**src/rtl/pwdt_pkg.sv**
```systemverilog
package pwdt_pkg;
    // register addresses
    localparam logic [7:0] ADDR_RESTART = 8'ha6;
    localparam logic [7:0] ADDR_CONTROL = 8'ha7;
    // control register fields
    localparam int PS_HI = 7;
    localparam int PS_LO = 5;
    localparam int IDLE_FREEZE_BIT = 4;
    localparam int OVERFLOW_BIT = 1;
    localparam int RUNNING_BIT = 0;
    localparam logic [7:0] CONTROL_RESET = 8'h00;
    // key bytes
    localparam logic [7:0] KEY_FIRST = 8'h1e;
    localparam logic [7:0] KEY_SECOND = 8'he1;
    // counter structure
    localparam int PRESCALE_BITS = 7;
    localparam int COUNT_BITS = 14;
    localparam int PS_WIDTH = 3;
    // cycles of the reset pulse driven to the cpu
    localparam int RESET_PULSE_CYCLES = 4;
endpackage

```
**src/rtl/pwdt_if.sv**
```systemverilog
`timescale 1ns/100ps
// link between key checker and counter core
interface pwdt_if;
    logic feed;
    logic bad_key;
    modport checker_side (output feed, output bad_key);
    modport core_side (input feed, input bad_key);
endinterface

```
**src/rtl/pwdt_key_check.sv**
```systemverilog
`timescale 1ns/100ps
// two-byte key sequence checker on the register write port
module pwdt_key_check (
    input wire logic clk,
    input wire logic reset_n,
    input wire logic wr_en,
    input wire logic [7:0] addr,
    input wire logic [7:0] wdata,
    pwdt_if.checker_side kp
);
    logic armed_q;
    logic key_hit;

    assign key_hit = wr_en && addr == pwdt_pkg::ADDR_RESTART;

    // first byte arms, second completes
    always_ff @(posedge clk) begin
        if (!reset_n) begin
            armed_q <= 1'b0;
        end else if (wr_en) begin
            armed_q <= key_hit && !armed_q && wdata == pwdt_pkg::KEY_FIRST;
        end
    end

    // pulses toward the core
    always_comb begin
        kp.feed = key_hit && armed_q && wdata == pwdt_pkg::KEY_SECOND;
        kp.bad_key = 1'b0;
        if (key_hit && !armed_q && wdata != pwdt_pkg::KEY_FIRST) begin
            kp.bad_key = 1'b1;
        end else if (key_hit && armed_q && wdata != pwdt_pkg::KEY_SECOND) begin
            kp.bad_key = 1'b1;
        end else if (wr_en && !key_hit && armed_q) begin
            kp.bad_key = 1'b1;
        end
    end
endmodule

```
**src/rtl/pwdt_top.sv**
```systemverilog
// The implementer's own choice: the strobed register port.
`timescale 1ns/100ps
// How it works
// - timeout is 16K cycles doubled per period-select code, up to 2048K.
// - a 14-bit counter is clocked by a 7-bit programmable prescaler.
// - any reset disables the watchdog; power-down stops it.
// - an unserviced timeout emits an internal cpu reset pulse.
// - writing 1e then e1 to restart starts it; running flag reads 1.
// - a wrong key byte causes an immediate watchdog reset.
// - idle-freeze 0 keeps counting in idle; 1 holds the count.
// - overflow flag sets on any watchdog reset, survives it, software clears.
// - running flag is read-only and cleared by any reset.
// - restart register at a6 is write-only and only takes keys.
module pwdt_top #(
    parameter int PRESCALE_BITS = pwdt_pkg::PRESCALE_BITS,
    parameter int COUNT_BITS = pwdt_pkg::COUNT_BITS
) (
    input wire logic clk,
    input wire logic reset_n,
    input wire logic [7:0] addr,
    input wire logic [7:0] wdata,
    input wire logic wr_en,
    input wire logic rd_en,
    output logic [7:0] rdata,
    input wire logic idle_mode,
    input wire logic power_down,
    output logic wdt_reset
);
    localparam int PULSE_W = 3;
    localparam logic [PULSE_W-1:0] PULSE_LEN =
        PULSE_W'(pwdt_pkg::RESET_PULSE_CYCLES);

    pwdt_if kp ();

    logic [pwdt_pkg::PS_WIDTH-1:0] period_sel_q;
    logic idle_freeze_q;
    logic overflow_flag_q;
    logic running_flag_q;
    logic [PRESCALE_BITS-1:0] prescale_q;
    logic [COUNT_BITS-1:0] count_q;
    logic [PULSE_W-1:0] pulse_q;
    logic [7:0] rdata_q;
    logic ctrl_wr;
    logic tick;
    logic advance;
    logic timeout;
    logic fire;

    // key byte checker
    pwdt_key_check u_key (
        .clk(clk),
        .reset_n(reset_n),
        .wr_en(wr_en),
        .addr(addr),
        .wdata(wdata),
        .kp(kp)
    );

    // prescaler tap: 2^(code) prescale, so 16K << code total
    function automatic logic prescale_done(
        input logic [PRESCALE_BITS-1:0] pre,
        input logic [pwdt_pkg::PS_WIDTH-1:0] sel
    );
        logic [PRESCALE_BITS-1:0] mask;
        mask = PRESCALE_BITS'((1 << sel) - 1);
        prescale_done = (pre & mask) == mask;
    endfunction

    assign ctrl_wr = wr_en && addr == pwdt_pkg::ADDR_CONTROL;
    // counting allowed: running, not powered down, not frozen in idle
    assign advance = running_flag_q && !power_down
        && !(idle_mode && idle_freeze_q);
    assign tick = advance && prescale_done(prescale_q, period_sel_q);
    assign timeout = tick && (&count_q);
    assign fire = timeout || kp.bad_key;

    // control fields written by software
    always_ff @(posedge clk) begin
        if (!reset_n) begin
            period_sel_q <= '0;
            idle_freeze_q <= 1'b0;
        end else if (ctrl_wr) begin
            period_sel_q <= wdata[pwdt_pkg::PS_HI:pwdt_pkg::PS_LO];
            idle_freeze_q <= wdata[pwdt_pkg::IDLE_FREEZE_BIT];
        end
    end

    // overflow flag: set wins over software clear
    // our own pulse goes to the cpu, not to reset_n, so the flag outlives it
    // an external reset_n clears it, which keeps power-on free of unknowns
    always_ff @(posedge clk) begin
        if (!reset_n) begin
            overflow_flag_q <= 1'h0;
        end else if (fire) begin
            overflow_flag_q <= 1'b1;
        end else if (ctrl_wr) begin
            overflow_flag_q <= wdata[pwdt_pkg::OVERFLOW_BIT];
        end
    end

    // running flag, dropped by any reset including our own
    always_ff @(posedge clk) begin
        if (!reset_n || fire || pulse_q != '0) begin
            running_flag_q <= 1'b0;
        end else if (kp.feed) begin
            running_flag_q <= 1'b1;
        end
    end

    // prescaler and 14-bit counter
    always_ff @(posedge clk) begin
        if (!reset_n || kp.feed || !running_flag_q) begin
            prescale_q <= '0;
            count_q <= '0;
        end else if (advance) begin
            prescale_q <= tick ? '0 : prescale_q + 1'b1;
            if (tick) begin
                count_q <= count_q + 1'b1;
            end
        end
    end

    // internal reset pulse toward the cpu
    always_ff @(posedge clk) begin
        if (!reset_n) begin
            pulse_q <= '0;
        end else if (fire) begin
            pulse_q <= PULSE_LEN;
        end else if (pulse_q != '0) begin
            pulse_q <= pulse_q - 1'b1;
        end
    end
    assign wdt_reset = pulse_q != '0;

    // read data; restart register reads as zero
    always_ff @(posedge clk) begin
        if (!reset_n) begin
            rdata_q <= pwdt_pkg::CONTROL_RESET;
        end else if (rd_en && addr == pwdt_pkg::ADDR_CONTROL) begin
            rdata_q <= {period_sel_q, idle_freeze_q, 2'b00,
                overflow_flag_q, running_flag_q};
        end else begin
            rdata_q <= 8'h00;
        end
    end
    assign rdata = rdata_q;
endmodule

```
**config.mk**
```make
export PLATFORM = sky130hd
export DESIGN_NAME = pwdt_top
export DESIGN_NICKNAME = d
export VERILOG_FILES = /design/src/rtl/pwdt_pkg.sv /design/src/rtl/pwdt_if.sv /design/src/rtl/pwdt_key_check.sv /design/src/rtl/pwdt_top.sv
export SDC_FILE = /design/constraint.sdc
export NUM_CORES = 1
export LEC_CHECK = 0
export BUFFER_PORTS_ARGS = -buffer_cell sky130_fd_sc_hd__buf_4
export CORE_MARGIN = 4
export CORE_UTILIZATION = 36
export DETAILED_ROUTE_END_ITERATION = 7
export SLEW_MARGIN = 40
export SYNTH_ARGS = -nofsm -noshare
export SYNTH_HDL_FRONTEND = slang
export SYNTH_HIERARCHICAL = 1
export SYNTH_SLANG_ARGS = --single-unit
```
**constraint.sdc**
```tcl
create_clock -name clk -period 2.2 [get_ports clk]
set_input_delay 0.22 -clock clk [delete_from_list [all_inputs] [get_ports clk]]
set_output_delay 0.22 -clock clk [all_outputs]
set_load 0.02 [all_outputs]
```
**After elaboration in Yosys (flattened, before gate mapping)**

Index checks and enable logic that the tools add are counted.

- Flip-flop bits (word level): 39
- Latch bits: 0
- RAM bits: 0
- Bits in read-only memories: 0
- Input port bits: 22
- Memories: 0

- Add/subtract/negate cells: 4
- Multiply operators: 0
- Divide/modulo/power cells: 0
- Magnitude comparators: 0
- Equal/unequal tests: 7
- Shifts and indexed selects: 1
- Mux-type cells: 8
- Bitwise logic cells: 2
- Reductions and logical operators: 34

Operators by type and width:

| cell | count |
|---|---|
| == test 8 bit (second input constant) | 3 |
| logical AND 1 bit | 16 |
| adder 14 x 1 -> 14 bit (second input constant) | 1 |
| AND reduction 14 bit | 1 |
| == test 8 x 5 -> 1 bit (second input constant) | 1 |
| inequality test 8 x 5 -> 1 bit (second input constant) | 1 |
| inequality test 8 bit (second input constant) | 1 |
| adder 7 x 1 -> 7 bit (second input constant) | 1 |
| bitwise AND 7 bit | 1 |
| == test 7 bit | 1 |
| two-way mux 7 bit | 1 |
| left shift 1 x 3 -> 7 bit (first input constant) | 1 |
| subtractor 7 x 2 -> 7 bit (second input constant) | 1 |
| zero test 1 bit | 6 |
| two-way mux 3 bit | 2 |
| logical OR 1 bit | 5 |
| two-way mux 1 bit | 5 |
| AND reduction 2 bit | 2 |
| nonzero test 2 bit | 2 |
| nonzero test 3 bit | 1 |
| subtractor 3 x 1 -> 3 bit (second input constant) | 1 |
| OR reduction 2 bit | 1 |
| NOT 1 bit | 1 |

**Logic depth before layout (Yosys ltp)**

Gate-level depths: netlist of the first run.

- Depth after elaboration: 11
- Depth in mapped cells: 7
- Gate-level depth less buffers: 7

**By module**

Netlist of the first run, hierarchy kept.

By module, submodules not included:

| module | times used | cells each | area an instance (um2) |
|---|---|---|---|
| pwdt_top | 1 | 192 | 1,687.9 |
| pwdt_key_check | 1 | 18 | 172.7 |

**Worst setup path after synthesis of the first run**

Ideal clock, no wire load.

- Kind: reg2reg
- From: reg period_sel_q[2] in the netlist's numbering
- To: reg count_q[7]
- Arrival time: 1.493 ns
- Slack: 0.636 ns
- Cell stages (with the launch flop): 7
- Clock period less this slack: 1.564 ns
- Cells stage by stage: dfxtp_1 > a21boi_2 > o22ai_2 > nand3_2 > buf_6 > or4_1 > a21oi_1

- Word-level cells in the longest chain between the ends: 6

RTL lines:

| what | line | source |
|---|---|---|
| from (decl) | pwdt_top.sv:35 | `logic [pwdt_pkg::PS_WIDTH-1:0] period_sel_q;` |
| from (signal assigned) | pwdt_top.sv:83 | `period_sel_q <= wdata[pwdt_pkg::PS_HI:pwdt_pkg::PS_LO];` |
| left shift 1 x 3 -> 7 bit (*) | pwdt_top.sv:65 | `mask = PRESCALE_BITS'((1 << sel) - 1);` |
| subtractor 7 x 2 -> 7 bit (*) | pwdt_top.sv:65 |  |
| bitwise AND 7 bit | pwdt_top.sv:66 | `prescale_done = (pre & mask) == mask;` |
| == test 7 bit (*) | pwdt_top.sv:66 |  |
| logical AND 1 bit (*) | pwdt_top.sv:73 | `assign tick = advance && prescale_done(prescale_q, period_sel_q);` |
| AND reduction 2 bit (no line) (*) | n/a |  |
| to (signal assigned) | pwdt_top.sv:118 | `count_q <= count_q + 1'b1;` |
| to (decl) | pwdt_top.sv:40 | `logic [COUNT_BITS-1:0] count_q;` |

Mark *: on every way between the ends. The rest lies on a longest branch, timed or not.
A chain may end at the register's enable or synchronous reset.

**Final worst setup path of the first run**

- From: reg prescale_q[2]
- To: reg count_q[10]

- Word-level cells in the longest chain between the ends: 4

RTL lines:

| what | line | source |
|---|---|---|
| from (decl) | pwdt_top.sv:39 | `logic [PRESCALE_BITS-1:0] prescale_q;` |
| from (signal assigned) | pwdt_top.sv:116 | `prescale_q <= tick ? '0 : prescale_q + 1'b1;` |
| bitwise AND 7 bit | pwdt_top.sv:66 |  |
| == test 7 bit | pwdt_top.sv:66 |  |
| logical AND 1 bit | pwdt_top.sv:73 |  |
| AND reduction 2 bit (no line) | n/a |  |

No other way between the ends.

==> run summary, run 1 <==
In this run the remaining antenna-violating nets after routing total 0. Fraction of layout cells with a size suffix above 1: 0.194. The average instance in the mapped netlist occupies 8.86 um^2. The number of different library cells used by synthesis comes to 55.

Setup repair after global routing left no endpoint under its margin. The highest net fanout along the worst path is 15. The busiest metal layer after global routing is met2. From left edge to right edge, the die measures 79.9 um. The cell taking the most area after synthesis was dfxtp_1. The analysis attributes to cell leakage a power of 0.000820 uW. Pin placement for this block handled 31 I/O pins. The number of vias after detailed routing was 1585. Counting flops with a built-in enable in the synthesized netlist gives 0. At the later pin of the worst-skew pair, clock insertion delay measures 0.28 ns.

TritonCTS built the clock tree. The type of the tightest min-delay check was input port to flip-flop. The total iterations of the first detailed-routing run was 4. Traced cell by cell, the critical path runs through nor2b_1 -> o21ai_2 -> nand4_2 -> or4_1 -> a21oi_1. Setup violations remaining at the end of the flow were counted as 0. The count of H-tree levels built during CTS is 2, and the achievable clock frequency is 511 MHz.

The count of max-cap constraint violations was 0. The worst clock skew on the final layout was 0.00475 ns; the number of clock buffers inserted by TritonCTS was 5. The final number of max-transition violations was 0; the number of input and output port buffers inserted was 28. The die covers 6380 um^2.

Synthesis inferred 37 register bits. The run gives 37 as the number of sinks handled by clock tree synthesis. Startpoint kind of the worst setup timing path: a flip-flop.

From bottom edge to top edge, the die measures 79.9 um. In this run the post-CTS setup repair buffer count came out at 0. Clock tree synthesis selected as its root buffer the cell clkbuf_8.

Overall power of the completed layout: 1310 uW. The tools report the global-route track usage on met1 as 0.185. The run gives 0.0305 as the met3 demand-to-capacity share in global routing. The final net count is 269, and the worst slack at placement is 0.249 ns.

The cell count after synthesis came out at 210. The total area inside the core boundary comes to 4850 um^2. The setup path with the least slack is of type flip-flop to flip-flop.

Dividing total power by cell area gives a power density of 591 nW/um^2. In this run, the number of DRC markers left after iteration 0 of detailed routing was 93. For the number of global-route vias before repair, the log shows 1440. Among all flip-flop cells after synthesis, the most frequent one is dfxtp_1.

The data arrival time of the critical path was 2.15 ns. The initial antenna violation count was 0; the tightest slew margin relative to the limit was 0.611. After detailed routing, the total wire length is 4.00 mm. Met2 capacity usage during global routing: 0.202. The wire-length estimate of the detail-placed layout is 3.11 mm. Slowest cell on the critical path: or4_1.

The fraction of registers with async set or reset after synthesis works out to 0. The utilization of the core after routing is 0.457. The global-route wire length before repair came out at 6.68 mm. Count of endpoints failing hold in the final timing report: 0. For the finished layout, the period the worst path requires is 1.96 ns. Once routing completed, OpenROAD measured the worst setup slack at 0.245 ns. The area growth from synthesis to layout is 19.2%. After clock tree synthesis, the clock-pin slew on the worst setup and hold paths is 0.07 ns. The tools report the post-CTS resize count as 0.

The run finished with clean final reports. After synthesis, the cell types taking the most area are dfxtp_1 (40%), nand2_1 (4.2%), nor2_1 (3.8%), a21oi_1 (3.5%), ha_1 (3.4%). The count of hold buffers inserted by post-cts repair is 0, and the data required time of the worst path is 2.40 ns.

For this run, design rule violations remaining after detail routing come to 0. STA classifies the critical path endpoint as a flip-flop. The area share of the largest cell type after synthesis is 0.398. During synthesis, Yosys emitted a total of 6 warnings. The design area came out at 2220 um^2.

The logs give 0.134 for the overall track demand over capacity in global routing and 1860 um^2 for the cell area after synthesis. In the final routed layout, each cell accounts on average for 13.0 um. For the final antenna diode count, the log shows 0. The ratio of final minimum period to clock period works out to 0.889. The largest net degree at the start of global routing was 16. The worst register-to-register path has a setup slack of 0.24 ns. Maximum single-stage delay on the critical path: 0.60 ns. After floorplanning, the core was divided into 25 placement rows.

Routability-driven placement finished with a final weighted congestion of 0.858. The starting density of the core was 0.384. The sequential area share after synthesis was 0.398. After filler insertion, the fill cell instance count of the layout stands at 476. The tools report the instance area after placement as 2130 um^2. Global routing finished with a remaining overflow of 0. The ratio of routed vias to standard cells was 5.13. For the pin with the worst max-slew slack, the measured transition is 0.582 ns. The tools report the worst-case vdd ir drop as 0.383 mV. The clock passes through at most 2 buffers. Setup total negative slack: 0 ns.
[worst max-delay path, delay by kind of cell (launching register included)]
family,cells,cell delay (ns)
AOI/OAI and AO/OA,2,0.36
DFF,1,0.45
and+or+nand+nor,3,1.06
[power by group]
group          switching (uW)  total [uW]  leakage, uW  internal, uW
Combinational            79.3         153     0.000478          73.3
Clock                     221         469    0.0000443           248
Sequential               6.00         688     0.000298           682
Total                     306        1310     0.000820          1000
[sequential cells by signal, summed over array words and instances (netlist names)]
signal and cells:
count_q 14, idle_freeze_q 1, overflow_flag_q 1, period_sel_q 3, prescale_q 7, pulse_q 3
rdata 6, running_flag_q 1, u_key/armed_q 1
[metrics by stage]
stage,instances,hold slack [ns]
2_1_floorplan,211,0.364
3_3_place_gp,302,0.448
3_5_place_dp,302,0.455
4_1_cts,309,0.189
5_1_grt,309,0.208
6_report,309,0.198
[synthesized netlist by cell type (all sizes together), types with 2 or more instances]
library cell and n:
nand3b 2, nor2 19, o41ai 2, nor3 2, o21ai 8, a31oi 2
dfxtp 37, nand4 6, mux2i 5, and4bb 2, and3 4, xor2 5
o31ai 6, nor2b 3, or4 5, and2 8, xnor2 2, buf 4
or3 5, nand2 21, or4b 2, a21oi 13, inv 11, nor4b 2
ha 5, nand3 9, nand4b 2
[worst paths after layout]
| check | end | cells after the start | start |
|---|---|---|---|
| worst min-delay path | period_sel_q[0] | 3 | wdata[5] |
| worst min register to register | rdata[1] | 1 | overflow_flag_q |
| worst max-delay path | count_q[10] | 5 | prescale_q[2] |
| worst max register to register | count_q[10] | 5 | prescale_q[2] |
[cell type report]
| class | instances | area (um^2) | area share |
|---|---|---|---|
| clock buffer | 7 | 86.3 | 0.0389 |
| inverter | 11 | 41.3 | 0.0186 |
| multi-input combinational | 158 | 1050 | 0.472 |
| sequential | 37 | 741 | 0.334 |
| tap | 67 | 83.8 | 0.0378 |
| timing repair buffer | 29 | 218 | 0.0982 |
[logic make-up (layout without fill, tap and decap cells)]
logic type | Yosys count | in the layout | synth area share
xor+xnor | 7 | 7 | 0.0330
mux | 5 | 5 | 0.0269
simple gates | 98 | 98 | 0.311
flops | 37 | 37 | 0.398
other cells | 1 | 2 | 0.00202
compound gates | 41 | 41 | 0.154
fa+ha+maj | 5 | 5 | 0.0336
buf+inv | 16 | 47 | 0.0410
[cell usage in the layout (no fill, tap or decap), types with 6 or more instances in the layout]
cell,Yosys,final
dfxtp_1,37,37
buf_4,2,29
nand2_1,21,21
nor2_1,19,19
a21oi_1,13,13
inv_1,10,10
and2_1,7,7
nand3_1,7,7
o21ai_1,6,6
o31ai_1,6,6
clkbuf_8,0,6
[layer usage]
| metal | up-vias | part of all wire |
|---|---|---|
| met3 | 5 | 0.046 |
| met1 | 725 | 0.49 |
| met2 | 34 | 0.45 |
| met5 | - | 0 |
| li1 | 821 | - |
| met4 | 0 | 0.014 |
Note: power is estimated with default switching activity, not from simulation.
==> run 2, diff against run 1 <==
--- a/config.mk
+++ b/config.mk
@@ -8,7 +8,9 @@
 export BUFFER_PORTS_ARGS = -buffer_cell sky130_fd_sc_hd__buf_4
 export CORE_MARGIN = 4
 export CORE_UTILIZATION = 36
+export CTS_CLUSTER_SIZE = 40
 export DETAILED_ROUTE_END_ITERATION = 7
+export RECOVER_POWER = 25
 export SLEW_MARGIN = 40
 export SYNTH_ARGS = -nofsm -noshare
 export SYNTH_HDL_FRONTEND = slang
==> run 2 against run 1 <==
  * Clock power barely moved
  * Total power barely moved
  * Critical path depth did not move
  * Register-to-register slack barely moved
  * Largest power group unchanged
  * Flip-flop and latch count did not move
==> run summary, run 2 (same netlist as run 1, synthesis figures left out) <==
The average wire per standard cell came out at 13.1 um. The count of max-cap constraint violations was 0; the detailed router's first-iteration violation count was 114. The min-delay analysis places its worst path in the category input port to flip-flop.

The top-level I/O count is 31, and the tightest slew margin relative to the limit is 0.606. The kind of end point of the critical path was a flip-flop. The worst register-to-register path begins at prescale_q[2]. The tools report the final net count as 269. The final-layout worst hold slack came out at 0.190 ns. The share of total power in the clock network is 0.359, and the count of buffers added by post-CTS timing repair for setup is 0. The last weighted congestion value of the routability-driven placer was 0.858; the count of cells along the worst register-to-register path was 5. At the pin with the least slew margin, the transition time is 0.589 ns. Summing all non-filler instances in the final layout gives an area of 2190 um^2. The floorplan step set the die height to 79.9 um.

The clock tree root buffer cell is clkbuf_8. The logs give 0.134 for the overall track demand over capacity in global routing and 0.000792 uW for the leakage component of the power. The clock tree synthesis step divided the H-tree into 2 levels. The met2 capacity usage during global routing was 0.202; the internal power was 1000 uW.

Met3 demand-to-capacity share in global routing: 0.0305. Category of the most critical setup path: flip-flop to flip-flop. The final-report setup violation count is 0. The number of global-route vias before repair is 1440.

No sink is reached through more buffers than the 2 on the longest clock path. For the final number of max-transition violations, the log shows 0. The tools report the capturing instance or port of the critical path as count_q[10]. The initial antenna violation count is 0. After global routing the overflow that remains totals 0. In this run the power spent charging and discharging nets is 306 uW. The number of flip-flops in the largest register was 14. Post-CTS repair changed the size of 0 cells. After detailed routing, the total wire length is 4.04 mm. After global routing, the most crowded layer is met2. 0 antenna diodes ended up in the layout. Synthesis-to-layout area growth: 17.6%. The logs give 0 for the remaining design rule violation count and 0.185 for the global-route track usage on met1. For the setup total negative slack, the log shows 0 ns. Ranked by flip-flop count, first place goes to count_q. The critical path starts at prescale_q[2]. The startpoint kind of the worst setup timing path was a flip-flop. The most frequent standard cell in the layout excluding fill and tap cells is dfxtp_1. In this run the worst path has a maximum fanout of 15. The utilization of the core after routing is 0.451, and the ratio of final minimum period to clock period is 0.891. Setup repair after global routing left no endpoint under its margin. Leaving out fill and tap cells, the most frequent cells in the layout are dfxtp_1 (37), buf_4 (22), nand2_1 (21). Measured along the x axis, the die boundary spans 79.9 um. The worst path needs 1.96 ns of the cycle, external delays included.

VDD sags by at most 0.383 mV. The global-route wire length before repair was 6.68 mm; the CTS clock-pin slew for the worst setup and hold paths was 0.07 ns. After clock tree synthesis, the flow added hold-fix buffers numbering 0. TritonCTS built the clock tree. The tools report the register share of total power as 0.525. At the worst endpoint, the required time is 2.40 ns. The worst register-to-register path ends at count_q[10]. The run finished with clean final reports. Row generation in the floorplan step produced 25 rows. Switching fraction of total power: 0.234.

Once detail routing completed, the nets flagged for antenna violations numbered 0. Derived from the worst setup path, the maximum achievable clock frequency is 510 MHz. For the fill cell total of the finished layout, the log shows 486.

The region available for standard cell placement spans 4850 um^2. The total iterations of the first detailed-routing run is 4, and the number of clock buffers inserted by TritonCTS is 5. Entering global routing, the biggest net connects 16 pins. The clock latency at the later pin of the worst-skew pair was 0.28 ns; the count of endpoints failing hold in the final timing report was 0. The reg2reg setup slack is 0.24 ns. Clock tree synthesis found a total of 37 sinks.

The count of buffers added on input and output ports is 28. In this run the cell area measured after placement is 2130 um^2. The proportion of power drawn by combinational gates came out at 0.116. The die covers 6380 um^2. The run gives 0.00466 ns as the worst clock skew on the final layout. Dividing the detail-routed via count by the number of cells gives 5.13. Detailed placement finished with a half-perimeter wire length of 3.11 mm. For this design the ratio of total power to cell area is 598 nW/um^2. The fraction of layout cells with a size suffix above 1 is 0.165. The final route contains 1586 vias. In the post-route analysis, the smallest setup slack over all paths is 0.241 ns. The starting density of the core is 0.384.

The data arrival time of the critical path is 2.16 ns. The worst slack at placement was 0.249 ns.
[run 2: power groups by stage]
| stage | clock network (uW) | logic (uW) | registers (uW) |
|---|---|---|---|
| after floorplan | 0 | 94.7 | 702 |
| after global placement | 0 | 155 | 703 |
| after detailed placement | 0 | 155 | 703 |
| after CTS | 490 | 156 | 687 |
| after global routing | 520 | 175 | 688 |
| final | 469 | 152 | 688 |
[run 2: final cells by class]
type,instances,area (um^2),area share
tap,67,83.8,0.0383
sequential,37,741,0.338
multi-input combinational,158,1040,0.476
clock buffer,7,86.3,0.0395
timing repair buffer,29,195,0.0892
inverter,11,41.3,0.0189
[run 2: per-stage QoR]
| stage | cells | total power, uW |
|---|---|---|
| 2_1_floorplan | 211 | 797 |
| 3_3_place_gp | 302 | 858 |
| 3_5_place_dp | 302 | 858 |
| 4_1_cts | 309 | 1330 |
| 5_1_grt | 309 | 1380 |
| 6_report | 309 | 1310 |
[run 2: worst min path at each step]
stage,from,endpoint,cells past startpoint
after floorplan,wdata[4],idle_freeze_q,2
after global placement,overflow_flag_q,rdata[1],1
after detailed placement,overflow_flag_q,rdata[1],1
after CTS,wdata[5],period_sel_q[0],3
after global routing,wdata[6],period_sel_q[1],3
final,wdata[5],period_sel_q[0],3
[run 2: worst max-delay path, stage by stage, from the launching register on]
cell and delay, ns:
dfxtp_1 0.45, nor2b_1 0.09, o21ai_2 0.21, nand4_2 0.37, or4_1 0.60, a21oi_1 0.15
[run 2: layer usage]
layer	share of wire	vias to the layer above
met2	0.45	24
li1	-	820
met4	0.014	0
met1	0.50	737
met5	0	-
met3	0.034	5
==> run 3, diff against run 2 <==
--- a/config.mk
+++ b/config.mk
@@ -5,11 +5,12 @@
 export SDC_FILE = /design/constraint.sdc
 export NUM_CORES = 1
 export LEC_CHECK = 0
-export BUFFER_PORTS_ARGS = -buffer_cell sky130_fd_sc_hd__buf_4
+export CORE_ASPECT_RATIO = 0.5
 export CORE_MARGIN = 4
 export CORE_UTILIZATION = 36
 export CTS_CLUSTER_SIZE = 40
 export DETAILED_ROUTE_END_ITERATION = 7
+export DONT_BUFFER_PORTS = 1
 export RECOVER_POWER = 25
 export SLEW_MARGIN = 40
 export SYNTH_ARGS = -nofsm -noshare
==> run 3 against run 2 <==
  * Worst setup slack improved by 0.070 ns
  * Wire length is 1.6% lower
  * Combinational power fell by 31%
  * Clock skew grew 0.010 ns
  * Non-clock buffer count decreased by 27
  * Critical path depth stayed put
  * Final cell count shrank 7.4%
  * Register-to-register slack better by 0.07 ns
  * Highest routed layer unchanged
==> run summary, run 3 (same netlist as run 1, synthesis figures left out) <==
Clock skew on the completed layout was measured at 0.0151 ns. The sum of buffers and inverters on the critical path is 0, and the final critical delay including setup and external delays is 1.89 ns. TritonCTS built the clock tree. The final wirelength is 3.98 mm. The detail route stage leaves a number of antenna-violating nets equal to 0. Number of input and output port buffers inserted: 0. The utilization of the core after routing is 0.416. The number of vias after detailed routing is 1558, and the die width is 110 um. The number of flip-flops in the largest register is 14. On the critical path the largest part of the delay comes from simple AND/OR/NAND/NOR gates. Setup repair after global routing left no endpoint under its margin. The tools report the final number of max-transition violations as 0. The largest net degree at the start of global routing is 14.

For the total iterations of the first detailed-routing run, the log shows 4. After clock tree synthesis, the clock-pin slew on the worst setup and hold paths is 0.09 ns. The transition at the pin with the smallest max-transition slack was 0.556 ns; the overall overflow remaining after global route was 0. The tools report the detailed router's first-iteration violation count as 94. Dividing the detail-routed wire length by the instance count gives 13.9 um. In the final timing run, aggregate negative setup slack is 0 ns. For the starting density of the core, the log shows 0.376. The congestion estimate from routability-driven global placement came to 0.791. Count of buffers added by post-CTS timing repair for setup: 0. The full die area came out at 6450 um^2.

Leaving out fill and tap cells, the most frequent cell in the layout is dfxtp_1. The achievable clock frequency was 529 MHz; the ratio of routed vias to standard cells was 5.45. The number of clock buffers inserted by TritonCTS is 5. At the worst endpoint, the arrival time is 2.10 ns. In this run the vertical extent of the chip is 58.8 um.

The worst hold path belongs to the class input port to flip-flop. The global-route wire length before repair is 6.86 mm, and the synthesis-to-layout area growth is 10.8%. Counting the fill cells in the layout gives 503.

The initial antenna violation count was 0; the top-level I/O count was 31. Final HPWL from detailed placement: 3.01 mm. Count of max-cap constraint violations: 0. The worst setup path is of the flip-flop to flip-flop kind.

On the worst path, the slowest cell contributes a delay of 0.58 ns. Setup violations remaining at the end of the flow were counted as 0. Summed over all cells, the static leakage comes to 0.000702 uW.

The core region is 4950 um^2. The final antenna diode count came out at 0. The clock tree root buffer cell is clkbuf_8. The number of global-route vias before repair was 1531. The fraction of layout cells with a size suffix above 1 works out to 0.0972. Kind of end point of the critical path: a flip-flop.

The flow ran to the end, and the final reports show no timing, DRC or antenna violations. The post-CTS resize count was 0. The floorplan has 18 rows.

The overall track demand over capacity in global routing came out at 0.135. The number of buffers on the longest clock path came out at 2. The library cells used most frequently in the layout, excluding fill and tap cells, are dfxtp_1 (37), nand2_1 (21), nor2_1 (19). The count of hold buffers inserted by post-cts repair is 0, and the highest net fanout along the worst path is 11. On the critical path, the stage with the largest delay is an instance of or4_1. The ratio of final minimum period to clock period was 0.859. The net count of the finished layout is 242. The signal on the critical path passes through nor2b_1 -> o21ai_2 -> nand4_2 -> or4_1 -> a21oi_1. Clock tree synthesis found a total of 37 sinks.

For the remaining design rule violation count, the log shows 0. Startpoint kind of the worst setup timing path: a flip-flop. The data required time of the worst path was 2.41 ns; the power density relative to cell area was 731 nW/um^2. In this run the number of H-tree levels came out at 2. Ranked by flip-flop count, first place goes to count_q.

Across the VDD grid, the largest voltage drop is 0.326 mV. The tools report the count of endpoints failing hold in the final timing report as 0. The tightest slew margin relative to the limit is 0.628, and the clock latency at the later pin of the worst-skew pair is 0.30 ns.
run 3: cell types whose count changed in the layout (fill, tap and decap cells not counted), sizes merged:
| cell | previous run | this run |
|---|---|---|
| buf | 22 | 2 |
| bufinv | 0 | 2 |
| clkbuf | 14 | 5 |
| inv | 11 | 12 |
run 3: per-stage QoR:
stage	hold slack [ns]	cells	total power [uW]	setup WS (ns)	instance area [um^2]
2_1_floorplan	0.364	211	797	0.636	1860
3_3_place_gp	0.371	278	804	0.423	1930
3_5_place_dp	0.381	278	810	0.369	1930
4_1_cts	0.0662	286	1540	0.335	2070
5_1_grt	0.0751	286	1580	0.137	2060
6_report	0.0655	286	1510	0.311	2060
run 3: final timing paths:
path,from,to,slack (ns),cells past startpoint
setup / recovery,prescale_q[2],count_q[6],0.31,5
hold / removal,reset_n,u_key/armed_q,0.07,2
setup reg to reg,prescale_q[2],count_q[6],0.31,5
hold reg to reg,overflow_flag_q,rdata[1],0.46,1
run 3: cell type report:
type | instances | area (um^2) | share of cell area
clock buffer | 5 | 68.8 | 0.0334
sequential | 37 | 741 | 0.359
clock inverter | 3 | 68.8 | 0.0334
inverter | 11 | 41.3 | 0.0200
multi-input combinational | 158 | 1040 | 0.504
timing repair buffer | 2 | 15.0 | 0.00728
tap | 70 | 87.6 | 0.0425
run 3: layer usage:
| layer | wire length, um | global-route usage | vias up |
|---|---|---|---|
| met5 | 0 | 0 | - |
| met4 | 59 | 0.0480 | 0 |
| met3 | 259 | 0.0329 | 5 |
| met2 | 1830 | 0.230 | 33 |
| met1 | 1830 | 0.167 | 746 |
| li1 | - | - | 774 |
run 3: report_power, final:
| group | switching, uW | internal (uW) |
|---|---|---|
| clock network | 258 | 456 |
| logic | 65.9 | 39.1 |
| registers | 6.40 | 681 |
| total | 331 | 1180 |
run 3: worst register-to-register path, cell delays in order, from the launching register on:
cell and delay (ns):
dfxtp_1 0.45, nor2b_1 0.09, o21ai_2 0.22, nand4_2 0.31, or4_1 0.58, a21oi_1 0.15
